==> config.mk <==
export PLATFORM = sky130hd
export DESIGN_NAME = sysdec
export DESIGN_NICKNAME = d
export VERILOG_FILES = /design/src/logic/sysdec_pkg.sv /design/src/logic/sysdec.sv
export SDC_FILE = /design/constraint.sdc
export NUM_CORES = 1
export LEC_CHECK = 0
export ABC_AREA = 0
export BUFFER_PORTS_ARGS = -buffer_cell sky130_fd_sc_hd__buf_2
export CELL_PAD_IN_SITES_DETAIL_PLACEMENT = 0
export CELL_PAD_IN_SITES_GLOBAL_PLACEMENT = 1
export CORE_AREA = 3 3 87 106
export CTS_CLUSTER_DIAMETER = 150
export DETAILED_ROUTE_END_ITERATION = 8
export DIE_AREA = 0 0 90 109
export PLACE_DENSITY = 0.85
export SYNTH_ARGS = -nofsm -noshare
export SYNTH_HDL_FRONTEND = slang
export SYNTH_SLANG_ARGS = --single-unit
export TNS_END_PERCENT = 50
==> constraint.sdc <==
create_clock -name clk -period 1.3 [get_ports clk]
set_input_delay 0.065 -clock clk [delete_from_list [all_inputs] [get_ports clk]]
set_output_delay 0.065 -clock clk [all_outputs]
set_load 0.03 [all_outputs]
==> src/logic/sysdec_pkg.sv <==
package sysdec_pkg;

  // ********************************************************
  // Widths
  // ********************************************************
  localparam int ADDR_W = 24;
  localparam int IO_W = 16;
  localparam int REG_AW = 4;
  localparam int REG_DW = 8;
  localparam int TGT_W = 5;

  // ********************************************************
  // Memory map
  // ********************************************************
  localparam logic [ADDR_W-1:0] ALIAS_TOP_LO = 24'hfe0000;
  localparam logic [ADDR_W-1:0] ALIAS_TOP_SHIFT = 24'hf00000;
  localparam logic [ADDR_W-1:0] ALIAS_E_LO = 24'h0e0000;
  localparam logic [ADDR_W-1:0] ALIAS_E_HI = 24'h0effff;
  localparam logic [ADDR_W-1:0] ALIAS_E_SHIFT = 24'h010000;
  localparam logic [ADDR_W-1:0] ROM_LO = 24'h0f0000;
  localparam logic [ADDR_W-1:0] ROM_HI = 24'h0fffff;
  localparam logic [ADDR_W-1:0] RESET_VEC = 24'h0ffff0;
  localparam logic [ADDR_W-1:0] SOCK2_LO = 24'h0d8000;
  localparam logic [ADDR_W-1:0] SOCK2_HI = 24'h0dffff;
  localparam logic [ADDR_W-1:0] SOCK1_LO = 24'h0c0000;
  localparam logic [ADDR_W-1:0] SOCK1_HI = 24'h0c7fff;
  localparam logic [ADDR_W-1:0] VIDEO_LO = 24'h0a0000;
  localparam logic [ADDR_W-1:0] VIDEO_HI = 24'h0bffff;
  localparam logic [ADDR_W-1:0] DRAM_LO = 24'h000000;
  localparam logic [ADDR_W-1:0] DRAM_HI = 24'h07ffff;
  localparam logic [ADDR_W-1:0] DRAM_OPT_LO = 24'h080000;
  localparam logic [ADDR_W-1:0] DRAM_OPT_HI = 24'h09ffff;
  localparam logic [ADDR_W-1:0] EXT_LO = 24'h100000;
  localparam logic [ADDR_W-1:0] EXT_HI_DEFAULT = 24'h15ffff;
  localparam logic [ADDR_W-1:0] EXT_HI_MAX = 24'hfdffff;

  // ********************************************************
  // I/O map
  // ********************************************************
  localparam logic [IO_W-1:0] IO_CFG_LO = 16'h0372;
  localparam logic [IO_W-1:0] IO_CFG_HI = 16'h0373;
  localparam logic [IO_W-1:0] IO_SCSI_LO = 16'h0370;
  localparam logic [IO_W-1:0] IO_SCSI_HI = 16'h0371;
  localparam logic [IO_W-1:0] IO_FLOP_LO = 16'h03f0;
  localparam logic [IO_W-1:0] IO_FLOP_HI = 16'h03f7;
  localparam logic [IO_W-1:0] IO_RTC_LO = 16'h0070;
  localparam logic [IO_W-1:0] IO_RTC_HI = 16'h007f;
  localparam logic [IO_W-1:0] IO_PIC1_LO = 16'h0020;
  localparam logic [IO_W-1:0] IO_PIC1_HI = 16'h003f;
  localparam logic [IO_W-1:0] IO_TMR_LO = 16'h0040;
  localparam logic [IO_W-1:0] IO_TMR_HI = 16'h005f;
  localparam logic [IO_W-1:0] IO_KBD_LO = 16'h0060;
  localparam logic [IO_W-1:0] IO_KBD_HI = 16'h006f;
  localparam logic [IO_W-1:0] IO_PAGE_LO = 16'h0080;
  localparam logic [IO_W-1:0] IO_PAGE_HI = 16'h009f;
  localparam logic [IO_W-1:0] IO_PIC2_LO = 16'h00a0;
  localparam logic [IO_W-1:0] IO_PIC2_HI = 16'h00bf;
  localparam logic [IO_W-1:0] IO_DMA2_LO = 16'h00c0;
  localparam logic [IO_W-1:0] IO_DMA2_HI = 16'h00df;

  // ********************************************************
  // Targets
  // ********************************************************
  typedef enum logic [TGT_W-1:0] {
    TGT_NONE = 5'h00, TGT_DRAM = 5'h01, TGT_ROM = 5'h02, TGT_SOCK1 = 5'h03,
    TGT_SOCK2 = 5'h04, TGT_VIDEO = 5'h05, TGT_EXPBUS = 5'h06, TGT_CFG = 5'h07,
    TGT_SCSI = 5'h08, TGT_FLOPPY = 5'h09, TGT_RTC = 5'h0a, TGT_PIC1 = 5'h0b,
    TGT_TIMER = 5'h0c, TGT_KBD = 5'h0d, TGT_DMAPAGE = 5'h0e, TGT_PIC2 = 5'h0f,
    TGT_DMA2 = 5'h10
  } target_t;

  // ********************************************************
  // Registers
  // ********************************************************
  localparam logic [REG_AW-1:0] SPEED_CTRL_OFS = 4'h0;
  localparam logic [REG_AW-1:0] SPEED_STAT_OFS = 4'h4;
  localparam int CTRL_CPU_HALF_BIT = 0;
  localparam int CTRL_BUS_HALF_BIT = 1;
  localparam logic CPU_HALF_RST = 1'b0;
  localparam logic BUS_HALF_RST = 1'b1;
  localparam int STAT_RATE_BIT = 0;
  localparam int STAT_SLOW_BIT = 1;
  localparam int STAT_ACT_BIT = 2;

endpackage

==> src/logic/sysdec.sv <==
`timescale 1ns/1ps
// Overview of operation
// - Take a 24-bit memory address; every address lands on exactly one target.
// - FE0000h-FFFFFFh mirror the onboard memory at 0E0000h-0FFFFFh.
// - 0E0000h-0EFFFFh mirror the boot ROM at 0F0000h-0FFFFFh.
// - Extended DRAM from 100000h when 1MB fitted and extended jumper set.
// - 0F0000h-0FFFFFh selects the boot ROM pair; odd and even byte lanes split.
// - 0D8000h-0DFFFFh selects the second byte-wide socket.
// - 0C0000h-0C7FFFh selects the first byte-wide socket.
// - Remaining 0C0000h-0CFFFFh is left to expansion card ROMs.
// - 0A0000h-0BFFFFh goes to video memory.
// - DRAM at 000000h-07FFFFh; optional 128K at 080000h-09FFFFh when fitted.
// - Unclaimed memory addresses go to the expansion bus.
// - I/O 0372h-0373h selects the configuration serial memory register.
// - I/O 0370h-0371h selects the SCSI controller ports.
// - I/O 03F0h-03F7h selects the floppy controller.
// - I/O 0070h-007Fh selects real time clock and NMI mask.
// - I/O decode places interrupt controller 1, timer and keyboard controller.
// - I/O decode places DMA page registers, interrupt controller 2, DMA 2.
// - Processor clock is the master clock halved.
// - Software may slow processor plus bus, or the bus alone, to half.
// - Full-speed processor drops to half rate for slowed bus transactions.
// - Bus clock runs at half frequency during a slowed bus transaction.
// - Bus never faster than processor; processor half forces bus half.
module sysdec
  import sysdec_pkg::*;
#(
  parameter logic [ADDR_W-1:0] EXT_HI = EXT_HI_DEFAULT
) (
  input logic clk,
  input logic rst_n,
  input logic cyc_start,
  input logic cyc_done,
  input logic cyc_io,
  input logic [ADDR_W-1:0] cyc_addr,
  input logic cyc_bhe_n,
  input logic dram_opt_fitted,
  input logic dram_1mb_fitted,
  input logic ext_mem_jumper,
  input logic [REG_AW-1:0] reg_addr,
  input logic [REG_DW-1:0] reg_wdata,
  input logic reg_wr,
  input logic reg_rd,
  output logic [REG_DW-1:0] reg_rdata,
  output target_t target,
  output logic [ADDR_W-1:0] local_addr,
  output logic cyc_active,
  output logic rom_odd_sel,
  output logic rom_even_sel,
  output logic cpu_clk,
  output logic bus_clk
);

  // ********************************************************
  // State
  // ********************************************************
  typedef struct packed {
    logic [2:0] strap_meta;
    logic [2:0] strap;
    logic cpu_half;
    logic bus_half;
    target_t target;
    logic [ADDR_W-1:0] local_addr;
    logic cyc_active;
    logic rom_odd_sel;
    logic rom_even_sel;
    logic cpu_clk;
    logic bus_clk;
    logic half_cnt;
    logic rate_half;
    logic [REG_DW-1:0] reg_rdata;
  } state_t;

  state_t s;
  state_t next_s;

  function automatic logic in_mem(input logic [ADDR_W-1:0] a, input logic [ADDR_W-1:0] lo,
                                  input logic [ADDR_W-1:0] hi);
    in_mem = (a >= lo) && (a <= hi);
  endfunction

  function automatic logic in_io(input logic [IO_W-1:0] a, input logic [IO_W-1:0] lo,
                                 input logic [IO_W-1:0] hi);
    in_io = (a >= lo) && (a <= hi);
  endfunction

  // ********************************************************
  // Address translation and decode
  // ********************************************************
  logic [ADDR_W-1:0] mapped;
  target_t mem_tgt;
  target_t io_tgt;
  logic [IO_W-1:0] io_a;
  logic opt_ok;
  logic ext_ok;

  assign io_a = cyc_addr[IO_W-1:0];
  // Jumper levels come off pins, so only the synchronised copy is read
  assign opt_ok = s.strap[0];
  assign ext_ok = s.strap[1] && s.strap[2];

  always_comb begin
    mapped = cyc_addr;
    if (cyc_addr >= ALIAS_TOP_LO) begin
      mapped = cyc_addr - ALIAS_TOP_SHIFT;
    end
    if (in_mem(mapped, ALIAS_E_LO, ALIAS_E_HI)) begin
      mapped = mapped + ALIAS_E_SHIFT;
    end
  end

  always_comb begin
    if (in_mem(mapped, SOCK1_LO, SOCK1_HI)) begin
      mem_tgt = TGT_SOCK1;
    end else if (in_mem(mapped, SOCK2_LO, SOCK2_HI)) begin
      mem_tgt = TGT_SOCK2;
    end else if (in_mem(mapped, ROM_LO, ROM_HI)) begin
      mem_tgt = TGT_ROM;
    end else if (in_mem(mapped, DRAM_LO, DRAM_HI) || (opt_ok && in_mem(mapped, DRAM_OPT_LO, DRAM_OPT_HI))) begin
      mem_tgt = TGT_DRAM;
    end else if (ext_ok && in_mem(mapped, EXT_LO, EXT_HI) && (mapped <= EXT_HI_MAX)) begin
      mem_tgt = TGT_DRAM;
    end else if (in_mem(mapped, VIDEO_LO, VIDEO_HI)) begin
      mem_tgt = TGT_VIDEO;
    end else begin
      mem_tgt = TGT_EXPBUS;
    end
  end

  always_comb begin
    if (in_io(io_a, IO_CFG_LO, IO_CFG_HI)) begin
      io_tgt = TGT_CFG;
    end else if (in_io(io_a, IO_SCSI_LO, IO_SCSI_HI)) begin
      io_tgt = TGT_SCSI;
    end else if (in_io(io_a, IO_FLOP_LO, IO_FLOP_HI)) begin
      io_tgt = TGT_FLOPPY;
    end else if (in_io(io_a, IO_RTC_LO, IO_RTC_HI)) begin
      io_tgt = TGT_RTC;
    end else if (in_io(io_a, IO_PIC1_LO, IO_PIC1_HI)) begin
      io_tgt = TGT_PIC1;
    end else if (in_io(io_a, IO_TMR_LO, IO_TMR_HI)) begin
      io_tgt = TGT_TIMER;
    end else if (in_io(io_a, IO_KBD_LO, IO_KBD_HI)) begin
      io_tgt = TGT_KBD;
    end else if (in_io(io_a, IO_PAGE_LO, IO_PAGE_HI)) begin
      io_tgt = TGT_DMAPAGE;
    end else if (in_io(io_a, IO_PIC2_LO, IO_PIC2_HI)) begin
      io_tgt = TGT_PIC2;
    end else if (in_io(io_a, IO_DMA2_LO, IO_DMA2_HI)) begin
      io_tgt = TGT_DMA2;
    end else begin
      io_tgt = TGT_EXPBUS;
    end
  end

  // ********************************************************
  // Speed control and next state
  // ********************************************************
  logic bus_tgt;
  logic bus_half_eff;
  logic slow_active;
  logic want_half;
  logic toggle;

  // Video memory sits on the expansion bus, so it is slowed too
  assign bus_tgt = (s.target == TGT_EXPBUS) || (s.target == TGT_VIDEO);
  assign bus_half_eff = s.bus_half || s.cpu_half;
  // Slow only inside a bus cycle
  assign slow_active = s.cyc_active && bus_tgt && bus_half_eff;
  assign want_half = s.cpu_half || slow_active;
  assign toggle = s.rate_half ? s.half_cnt : 1'b1;

  always_comb begin
    next_s = s;
    next_s.strap_meta = {ext_mem_jumper, dram_1mb_fitted, dram_opt_fitted};
    next_s.strap = s.strap_meta;

    if (reg_wr && (reg_addr == SPEED_CTRL_OFS)) begin
      next_s.cpu_half = reg_wdata[CTRL_CPU_HALF_BIT];
      next_s.bus_half = reg_wdata[CTRL_BUS_HALF_BIT];
    end
    next_s.reg_rdata = '0;
    if (reg_rd) begin
      case (reg_addr)
        SPEED_CTRL_OFS: begin
          next_s.reg_rdata[CTRL_CPU_HALF_BIT] = s.cpu_half;
          next_s.reg_rdata[CTRL_BUS_HALF_BIT] = s.bus_half;
        end
        SPEED_STAT_OFS: begin
          next_s.reg_rdata[STAT_RATE_BIT] = s.rate_half;
          next_s.reg_rdata[STAT_SLOW_BIT] = slow_active;
          next_s.reg_rdata[STAT_ACT_BIT] = s.cyc_active;
        end
        default: begin
          next_s.reg_rdata = '0;
        end
      endcase
    end

    // A new cycle wins over the end of the old one
    if (cyc_start) begin
      next_s.cyc_active = 1'b1;
      next_s.target = cyc_io ? io_tgt : mem_tgt;
      next_s.local_addr = cyc_io ? cyc_addr : mapped;
      // Odd lane high socket, even lane low socket
      next_s.rom_odd_sel = !cyc_io && (mem_tgt == TGT_ROM) && !cyc_bhe_n;
      next_s.rom_even_sel = !cyc_io && (mem_tgt == TGT_ROM) && !cyc_addr[0];
    end else if (cyc_done) begin
      next_s.cyc_active = 1'b0;
      next_s.target = TGT_NONE;
      next_s.rom_odd_sel = 1'b0;
      next_s.rom_even_sel = 1'b0;
    end

    // Rate taken only at a falling edge
    if (toggle) begin
      next_s.cpu_clk = !s.cpu_clk;
      // Bus clock follows the slowed processor clock
      next_s.bus_clk = !s.cpu_clk;
      next_s.half_cnt = 1'b0;
      if (s.cpu_clk) begin
        next_s.rate_half = want_half;
      end
    end else begin
      next_s.half_cnt = 1'b1;
    end
  end

  always_ff @(posedge clk or negedge rst_n) begin
    if (!rst_n) begin
      s <= '0;
      s.target <= TGT_NONE;
      s.cpu_half <= CPU_HALF_RST;
      s.bus_half <= BUS_HALF_RST;
    end else begin
      s <= next_s;
    end
  end

  assign reg_rdata = s.reg_rdata;
  assign target = s.target;
  assign local_addr = s.local_addr;
  assign cyc_active = s.cyc_active;
  assign rom_odd_sel = s.rom_odd_sel;
  assign rom_even_sel = s.rom_even_sel;
  assign cpu_clk = s.cpu_clk;
  assign bus_clk = s.bus_clk;

  // ********************************************************
  // Assertions
  // ********************************************************
  property p_top_alias;
    @(posedge clk) disable iff (!rst_n)
    cyc_start && !cyc_io && (cyc_addr >= ALIAS_TOP_LO) |=> (target == TGT_ROM) && (local_addr[19:16] >= 4'he);
  endproperty
  a_top_alias: assert property (p_top_alias) else $error("top alias not folded");

  property p_e_alias;
    @(posedge clk) disable iff (!rst_n)
    cyc_start && !cyc_io && in_mem(cyc_addr, ALIAS_E_LO, ALIAS_E_HI)
      |=> target == TGT_ROM && local_addr == $past(cyc_addr) + ALIAS_E_SHIFT;
  endproperty
  a_e_alias: assert property (p_e_alias) else $error("E page alias wrong");

  property p_vec;
    @(posedge clk) disable iff (!rst_n)
    cyc_start && !cyc_io && cyc_addr == RESET_VEC && !cyc_bhe_n |=> target == TGT_ROM ##0 rom_odd_sel && rom_even_sel;
  endproperty
  a_vec: assert property (p_vec) else $error("startup vector missed ROM");

  property p_sock;
    @(posedge clk) disable iff (!rst_n)
    cyc_start && !cyc_io |=> (in_mem($past(mapped), SOCK2_LO, SOCK2_HI) == (target == TGT_SOCK2))
      && (in_mem($past(mapped), SOCK1_LO, SOCK1_HI) == (target == TGT_SOCK1));
  endproperty
  a_sock: assert property (p_sock) else $error("socket decode wrong");

  property p_ext;
    @(posedge clk) disable iff (!rst_n)
    cyc_start && !cyc_io && in_mem(cyc_addr, EXT_LO, EXT_HI) |=> (target == TGT_DRAM) == $past(ext_ok);
  endproperty
  a_ext: assert property (p_ext) else $error("extended DRAM gating wrong");

  property p_video;
    @(posedge clk) disable iff (!rst_n)
    cyc_start && !cyc_io && in_mem(cyc_addr, VIDEO_LO, VIDEO_HI) |=> target == TGT_VIDEO;
  endproperty
  a_video: assert property (p_video) else $error("video range lost");

  property p_io_cfg;
    @(posedge clk) disable iff (!rst_n)
    cyc_start && cyc_io && in_io(cyc_addr[IO_W-1:0], IO_CFG_LO, IO_CFG_HI) |=> target == TGT_CFG [*1];
  endproperty
  a_io_cfg: assert property (p_io_cfg) else $error("config port decode wrong");

  property p_floppy;
    @(posedge clk) disable iff (!rst_n)
    cyc_start && cyc_io && in_io(cyc_addr[IO_W-1:0], IO_FLOP_LO, IO_FLOP_HI) |=> target == TGT_FLOPPY;
  endproperty
  a_floppy: assert property (p_floppy) else $error("floppy decode wrong");

  property p_half_period;
    @(posedge clk) disable iff (!rst_n)
    $changed(cpu_clk) && s.rate_half |=> $stable(cpu_clk) ##1 $changed(cpu_clk);
  endproperty
  a_half_period: assert property (p_half_period) else $error("half rate phase wrong");

  property p_full_period;
    @(posedge clk) disable iff (!rst_n)
    // The edge that leaves reset has no toggle behind it yet
    !s.rate_half [*2] ##0 $past(rst_n) |-> $changed(cpu_clk);
  endproperty
  a_full_period: assert property (p_full_period) else $error("full rate not master half");

  property p_slow_bus;
    @(posedge clk) disable iff (!rst_n)
    slow_active [*5] |-> s.rate_half;
  endproperty
  a_slow_bus: assert property (p_slow_bus) else $error("bus cycle not slowed");

  property p_bus_clk;
    @(posedge clk) disable iff (!rst_n)
    bus_clk == cpu_clk;
  endproperty
  a_bus_clk: assert property (p_bus_clk) else $error("bus clock faster than processor");

  c_rom: cover property (@(posedge clk) disable iff (!rst_n) target == TGT_ROM);
  c_slow: cover property (@(posedge clk) disable iff (!rst_n) slow_active ##1 !slow_active);
  c_cpu_half: cover property (@(posedge clk) disable iff (!rst_n) s.cpu_half && s.rate_half);
  c_ext: cover property (@(posedge clk) disable iff (!rst_n) target == TGT_DRAM && local_addr >= EXT_LO);

endmodule

# ---- Word-level counts from Yosys, hierarchy flattened
# Index checks and enable logic that the tools add are counted.
dict set report word_totals {
  regBits 51
  in_bits 47
  output_inout_bits 42
  wordCells 125
}
dict set report op_classes {
  addsub 2
  order_cmp 38
  n_eq_ne 4
  muxes 29
  n_reduce_logical 39
}
# cell n
set ops {}
lappend ops {{$ge A24 B20 Y1 const B} 6}
lappend ops {{$le A24 B20 Y1 const B} 6}
lappend ops {{$mux W24} 3}
lappend ops {{$mux W5} 13}
lappend ops {{$ge A16 B10 Y1 const B} 3}
lappend ops {{$ge A16 B7 Y1 const B} 3}
lappend ops {{$ge A16 B8 Y1 const B} 3}
lappend ops {{$le A16 B10 Y1 const B} 3}
lappend ops {{$le A16 B7 Y1 const B} 3}
lappend ops {{$le A16 B8 Y1 const B} 3}
lappend ops {{$logic_and A1 B1 Y1} 28}
lappend ops {{$add A24 B17 Y24 const B} 1}
lappend ops {{$ge A24 B1 Y1 const B} 1}
lappend ops {{$ge A24 B21 Y1 const B} 1}
lappend ops {{$ge A24 B24 Y1 const B} 1}
lappend ops {{$le A24 B19 Y1 const B} 1}
lappend ops {{$le A24 B21 Y1 const B} 1}
lappend ops {{$le A24 B24 Y1 const B} 1}
lappend ops {{$mux W3} 8}
lappend ops {{$sub A24 B24 Y24 const B} 1}
lappend ops {{$ge A16 B6 Y1 const B} 1}
lappend ops {{$le A16 B6 Y1 const B} 1}
lappend ops {{$eq A5 B3 Y1 const B} 2}
lappend ops {{$eq A5 B2 Y1 const B} 1}
lappend ops {{9 further kinds} 17}

# ---- Depth between registers and ports, before layout
dict set report depth {
  word_depth 18
  mapped_depth 10
  mapped_depth_nobuf 9
}

# ---- Worst setup path before layout
# No wires, ideal clock.
dict set report synth_path {
  path_kind {input to register}
  startpoint {input cyc_addr[16]}
  endpoint {register s (netlist bit rom_even_sel)}
  setup_time_ns 0.077
  arrival_ns 2.002
  required_ns 1.223
  setup_slack_ns -0.779
  cell_stages 10
  path_buffers 1
  cell_sequence {buf_6 inv_1 ha_1 nand3_1 or3_1 mux2_4 o211ai_2 o21ai_2 or4_1 o21ai_1}
}
dict set report synth_via {
  elab_chain_cells 18
  elab_cells_between_ends 44
  cone_classes {2 x add/sub; 18 x order compare; 1 x eq/ne; 9 x mux; 14 x reduce/logical}
}
# element line_no
set synth_lines {}
lappend synth_lines {{from (decl)} sysdec.sv:35} ;# input logic [ADDR_W-1:0] cyc_addr,
lappend synth_lines {{$sub A24 B24 Y24 / $ge A24 B24 Y1 (equally long branches)} {sysdec.sv:105, sysdec.sv:104}}
lappend synth_lines {{$mux W24 (*)} sysdec.sv:104} ;# if (cyc_addr >= ALIAS_TOP_LO) begin
lappend synth_lines {{$ge A24 B20 Y1 / $le A24 B20 Y1 (equally long branches)} sysdec.sv:79} ;# in_mem = (a >= lo) && (a <= hi);
lappend synth_lines {{$logic_and A1 B1 Y1} sysdec.sv:79}
lappend synth_lines {{$mux W24 (*)} sysdec.sv:107} ;# if (in_mem(mapped, ALIAS_E_LO, ALIAS_E_HI)) begin
lappend synth_lines {{$ge A24 B21 Y1 / $le A24 B21 Y1 (equally long branches)} sysdec.sv:79}
lappend synth_lines {{$logic_and A1 B1 Y1} sysdec.sv:79}
lappend synth_lines {{$logic_and A1 B1 Y1 (2 in a row)} sysdec.sv:121} ;# end else if (ext_ok && in_mem(mapped, EXT_LO, EXT_HI) && (mapped <= EXT_HI_MAX)) begin
lappend synth_lines {{$mux W3} sysdec.sv:121}
lappend synth_lines {{$mux W3} sysdec.sv:119} ;# end else if (in_mem(mapped, DRAM_LO, DRAM_HI) || (opt_ok && in_mem(mapped, DRAM_OPT_LO, DRAM_OPT_HI))) begin
lappend synth_lines {{$mux W3} sysdec.sv:117} ;# end else if (in_mem(mapped, ROM_LO, ROM_HI)) begin
lappend synth_lines {{$mux W3} sysdec.sv:115} ;# end else if (in_mem(mapped, SOCK2_LO, SOCK2_HI)) begin
lappend synth_lines {{$mux W3 (*)} sysdec.sv:113} ;# if (in_mem(mapped, SOCK1_LO, SOCK1_HI)) begin
lappend synth_lines {{$eq A5 B2 Y1 (*)} sysdec.sv:207} ;# next_s.rom_even_sel = !cyc_io && (mem_tgt == TGT_ROM) && !cyc_addr[0];
lappend synth_lines {{$logic_and A1 B1 Y1 (*) (2 in a row)} sysdec.sv:207}
lappend synth_lines {{$mux W3 (*)} sysdec.sv:201} ;# if (cyc_start) begin
lappend synth_lines {{to (signal assigned)} sysdec.sv:236} ;# s <= next_s;
lappend synth_lines {{to (decl)} sysdec.sv:74} ;# state_t s;
# Mark *: on every way between the ends. The rest lies on a longest branch, timed or not.
# A chain may end at the register's enable or synchronous reset.

# ---- Worst setup path after layout
dict set report layout_path {
  startpoint {input cyc_addr[1]}
  endpoint {register target[0] (netlist name)}
}
dict set report layout_via {
  elab_chain_cells 16
  elab_cells_between_ends 78
  cone_classes {2 x add/sub; 36 x order compare; 19 x mux; 21 x reduce/logical}
}
# element line_no
set layout_lines {}
lappend layout_lines {{$sub A24 B24 Y24 / $ge A24 B24 Y1 (equally long branches)} {sysdec.sv:105, sysdec.sv:104}}
lappend layout_lines {{$mux W24} sysdec.sv:104}
lappend layout_lines {{$ge A24 B20 Y1 / $le A24 B20 Y1 (equally long branches)} sysdec.sv:79}
lappend layout_lines {{$logic_and A1 B1 Y1} sysdec.sv:79}
lappend layout_lines {{$mux W24} sysdec.sv:107}
lappend layout_lines {{$ge A24 B21 Y1 / $le A24 B21 Y1 (equally long branches)} sysdec.sv:79}
lappend layout_lines {{$logic_and A1 B1 Y1} sysdec.sv:79}
lappend layout_lines {{$logic_and A1 B1 Y1 (2 in a row)} sysdec.sv:121}
lappend layout_lines {{$mux W3} sysdec.sv:121}
lappend layout_lines {{$mux W3} sysdec.sv:119}
lappend layout_lines {{$mux W3} sysdec.sv:117}
lappend layout_lines {{$mux W3} sysdec.sv:115}
lappend layout_lines {{$mux W3} sysdec.sv:113}
lappend layout_lines {{$mux W5 (*)} sysdec.sv:203} ;# next_s.target = cyc_io ? io_tgt : mem_tgt;
lappend layout_lines {{$mux W5 (*)} sysdec.sv:201}
# Marked as above.

==> results by stage <==
Status:
- The flow ran to the end, but the final reports show violations.
- The final reports fail on negative setup slack.

Yosys:
- In this run the mean area of a mapped cell was 9.52 µm².
- Ranked by instance count, the synthesized netlist is headed by 45 x sky130_fd_sc_hd__dfrtp_1, 41 x sky130_fd_sc_hd__buf_4, 22 x sky130_fd_sc_hd__nand2_1, 19 x sky130_fd_sc_hd__nor2_1, 18 x sky130_fd_sc_hd__mux2_2.
- Of the synthesized area, sequential elements account for 0.401.
- The fraction of registers with async set/reset is 1.00.
- The Yosys step of the flow raised 0 warnings.
- The register bit count reported by yosys is 46.
- The area share of the largest cell type after synthesis is 0.392.
- The most numerous cell in the Yosys netlist is sky130_fd_sc_hd__dfrtp_1.
- The number of different library cells in the post-synthesis netlist is 62.
- The dominant register cell in the synthesized netlist is sky130_fd_sc_hd__dfrtp_1.
- Counting flops with a built-in enable in the synthesized netlist gives 0.
- The mapped netlist covers 0.00288 mm².
- Ranked by total cell area, the synthesized netlist is headed by sky130_fd_sc_hd__dfrtp_1 39%, sky130_fd_sc_hd__buf_4 11%, sky130_fd_sc_hd__mux2_2 7.0%.
- In the synthesized netlist, the number of instances is 302.
- The biggest area contributor in the post-synthesis netlist is sky130_fd_sc_hd__dfrtp_1.

Timing:
- The routed design could run at a clock period as short as 1.80 ns.
- The clock skew is 0.00959 ns.
- The hold violation total from the final report came to 0.
- Setup repair after global routing could not meet its margin everywhere.
- The final max-slew violation count came to 0.
- The slack of the critical path is -0.496 ns.
- Of the available clock period, the critical path in the final layout requires 1.38.
- Setup violations remaining at the end of the flow were counted as 13.
- For this run, the top clock speed supported by timing is 557 MHz.

Finish:
- The fill cell total of the finished layout is 790.
- The growth of design area from synthesis to finish is 42.5%.
- In the final layout, the share of cells above drive strength 1 is 0.530.
- The area occupied by registers is 0.00115 mm².
- Summing all non-filler instances in the final layout gives an area of 0.00410 mm².
- The number of antenna diodes in the final layout is 0.
- The multi-input combinational cells in the finished layout cover a total of 0.00151 mm².
- In the final design database the tool counted 477 nets.

Drt:
- The routed length per placed instance is 14.9 µm.
- The overall routed net length is 8.10 mm.
- The count of unresolved DRC violations after routing is 0.
- The iteration-0 DRC count of the detailed router is 134.
- The via count is 2668.
- Using the TritonRoute via totals, the vias-per-cell ratio works out to 4.92.
- The first TritonRoute pass finished after 5 iterations.
- In this run the remaining antenna-violating nets after routing total 0.

CTS:
- Clock-pin slew was measured on the worst setup and hold paths at 0.10 ns.
- The clock passes through at most 2 buffers.
- For this design, the sink count on the clock tree is 46.
- The number of buffers inserted during clock tree synthesis is 5.
- The H-tree generated during clock tree synthesis spans 2 levels.
- The tree is rooted in a sky130_fd_sc_hd__clkbuf_8.
- TritonCTS built the clock tree.
- The clock latency at the later pin of the worst-skew pair is 0.31 ns.

Worst setup path:
- Along the worst path, the maximum fanout reaches 4.
- The type of the worst setup path is in -> reg.
- The required time at the worst-slack endpoint is 1.51 ns.
- The endpoint arrival time on the critical path is 2.01 ns.
- The kind of capture point of the worst setup path is a flip-flop.
- The number of cells on the worst reg-to-reg path is 6.
- The startpoint type of the worst setup path is an input port.

Placement:
- The weighted congestion reported at the end of routability-driven placement is 0.868.
- The placed instances occupy a cell area of 0.00363 mm².
- In this run the tool buffered the top-level ports with 77 buffer cells.
- Detailed placement finished with a half-perimeter wire length of 6.21 mm.

Pwr:
- The share of total power dissipated in sequential elements is 0.448.
- Power spread over the standard cell area amounts to 919 mW/mm².
- The switching part of the total power is 0.347.
- The share of total power in the clock network is 0.245.
- The completed layout was analyzed and its total power is 3.77 mW.
- For this design the static power due to leakage is 1.86 nW.
- Of the total power, combinational logic draws 0.307.
- The worst-case IR drop observed on VDD is 0.448 mV.
- The internal portion of the total power is 2.46 mW.
- The analysis attributes to net switching a power of 1.31 mW.

Die:
- The number of I/O pins is 89.
- The starting density of the core is 0.351.
- The placeable core area is 0.00820 mm².
- The floorplan has 36 rows.
- The overall die width is 90 µm.
- The floorplan step defined a die boundary enclosing 0.00981 mm².
- The die boundary height is 109 µm.

Global routing:
- The via count of the first global-routing pass was 2802.
- The number of antenna violations at the first check in global routing is 0.
- The pin count of the biggest net entering global routing is 47.
- For this run, the total global-route usage over all layers was measured as 0.169.
- The first global-routing pass estimated 13.3 mm of wire.
- The remaining global-route overflow is 0.

Min path:
- The worst hold path passes through 3 cells.
- The worst hold path class is in -> reg.

Job:
- Max-cap violations in this run came to 0.
[sequential cells by signal, indices dropped and copies added (netlist names)]
| name | count |
|---|---|
| reg_rdata | 3 |
| s | 6 |
| cyc_active | 1 |
| target | 5 |
| local_addr | 24 |
| rom_even_sel | 1 |
| bus_clk | 1 |
| opt_ok | 1 |
| next_s | 3 |
| rom_odd_sel | 1 |
[power groups by stage]
stage                     Combinational (mW)  Clock (mW)  Sequential [mW]
after floorplan                        0.752           0             1.73
after global placement                  1.06           0             1.71
after detailed placement                1.08           0             1.72
after CTS                               1.15       0.963             1.69
after global routing                    1.24       0.994             1.71
final                                   1.16       0.924             1.69
[placed cells by master (no fill, tap or decap), drive strengths merged, types with 9 or more instances in the layout]
master       count
a21oi           14
buf            153
dfrtp           45
dlygate4sd3     11
inv             15
mux2            19
nand2           23
nand3            9
nor2            19
o21ai           19
[kinds of logic (layout without fill, tap and decap cells)]
logic type,count (synthesis),after routing,synth area share
XOR/XNOR,2,2,0.00609
AO/OA/AOI/OAI,68,68,0.165
buffers and inverters,64,186,0.148
AND/OR/NAND/NOR,97,97,0.183
other,1,5,0.00130
flip-flops,46,46,0.401
multiplexers,21,21,0.0827
adder cells (fa/ha/maj),3,3,0.0131
[layer usage]
| layer | share of wire | track usage | vias up | wire length, µm |
|---|---|---|---|---|
| li1 | - | - | 1297 | - |
| met1 | 0.41 | 0.201 | 1275 | 3280 |
| met2 | 0.54 | 0.308 | 80 | 4340 |
| met3 | 0.037 | 0.0304 | 16 | 297 |
| met4 | 0.021 | 0.0602 | 0 | 173 |
| met5 | 0 | 0 | - | 0 |
[path summary, 6_finish.rpt]
path | startpoint | end | slack (ns)
max in group asynchronous | rst_n | s[44] | 0.76
worst min-delay path | reg_rd | reg_rdata[2] | 0.02
worst max register to register | s[47] | target[0] | -0.07
min in group asynchronous | rst_n | local_addr[21] | 0.27
worst min register to register | next_s[46] | opt_ok | 0.36
worst max-delay path | cyc_addr[1] | target[0] | -0.50
[layout make-up]
| type | count | share of cell area |
|---|---|---|
| Clock inverter | 3 | 0.00580 |
| Inverter | 14 | 0.0140 |
| Timing Repair Buffer | 164 | 0.278 |
| Clock buffer | 5 | 0.0168 |
| Multi-Input combinational cell | 196 | 0.369 |
| Tap cell | 114 | 0.0348 |
| Sequential cell | 46 | 0.281 |
[repair_timing]
item	in CTS	in global routing
pin swaps	28	14
setup buffers	4	2
gates resized for setup	45	8
setup endpoints to repair	16	17
hold endpoints to repair	56	0
hold buffers	11	0
[worst max-delay path: stages]
cell                       delay [ns]
sky130_fd_sc_hd__buf_8           0.10
sky130_fd_sc_hd__nor4_4          0.27
sky130_fd_sc_hd__buf_4           0.16
sky130_fd_sc_hd__nand4_1         0.18
sky130_fd_sc_hd__buf_4           0.20
sky130_fd_sc_hd__o21a_4          0.20
sky130_fd_sc_hd__o211ai_1        0.23
sky130_fd_sc_hd__and4_1          0.30
sky130_fd_sc_hd__o21bai_2        0.09
sky130_fd_sc_hd__a32o_1          0.21
[through the flow]
stage	utilization	setup slack [ns]	std cells	hold slack [ns]	TNS, ns
after global routing	0.500	-0.581	542	0.0230	-5.19
after floorplan	-	-0.715	306	-0.231	-5.77
after global placement	0.443	-0.803	517	0.0639	-9.19
after CTS	0.494	-0.400	540	0.0129	-2.95
final	0.500	-0.496	542	0.0213	-3.63
after detailed placement	0.443	-0.839	517	0.0685	-9.61
Power figures use the tool's default switching activity.
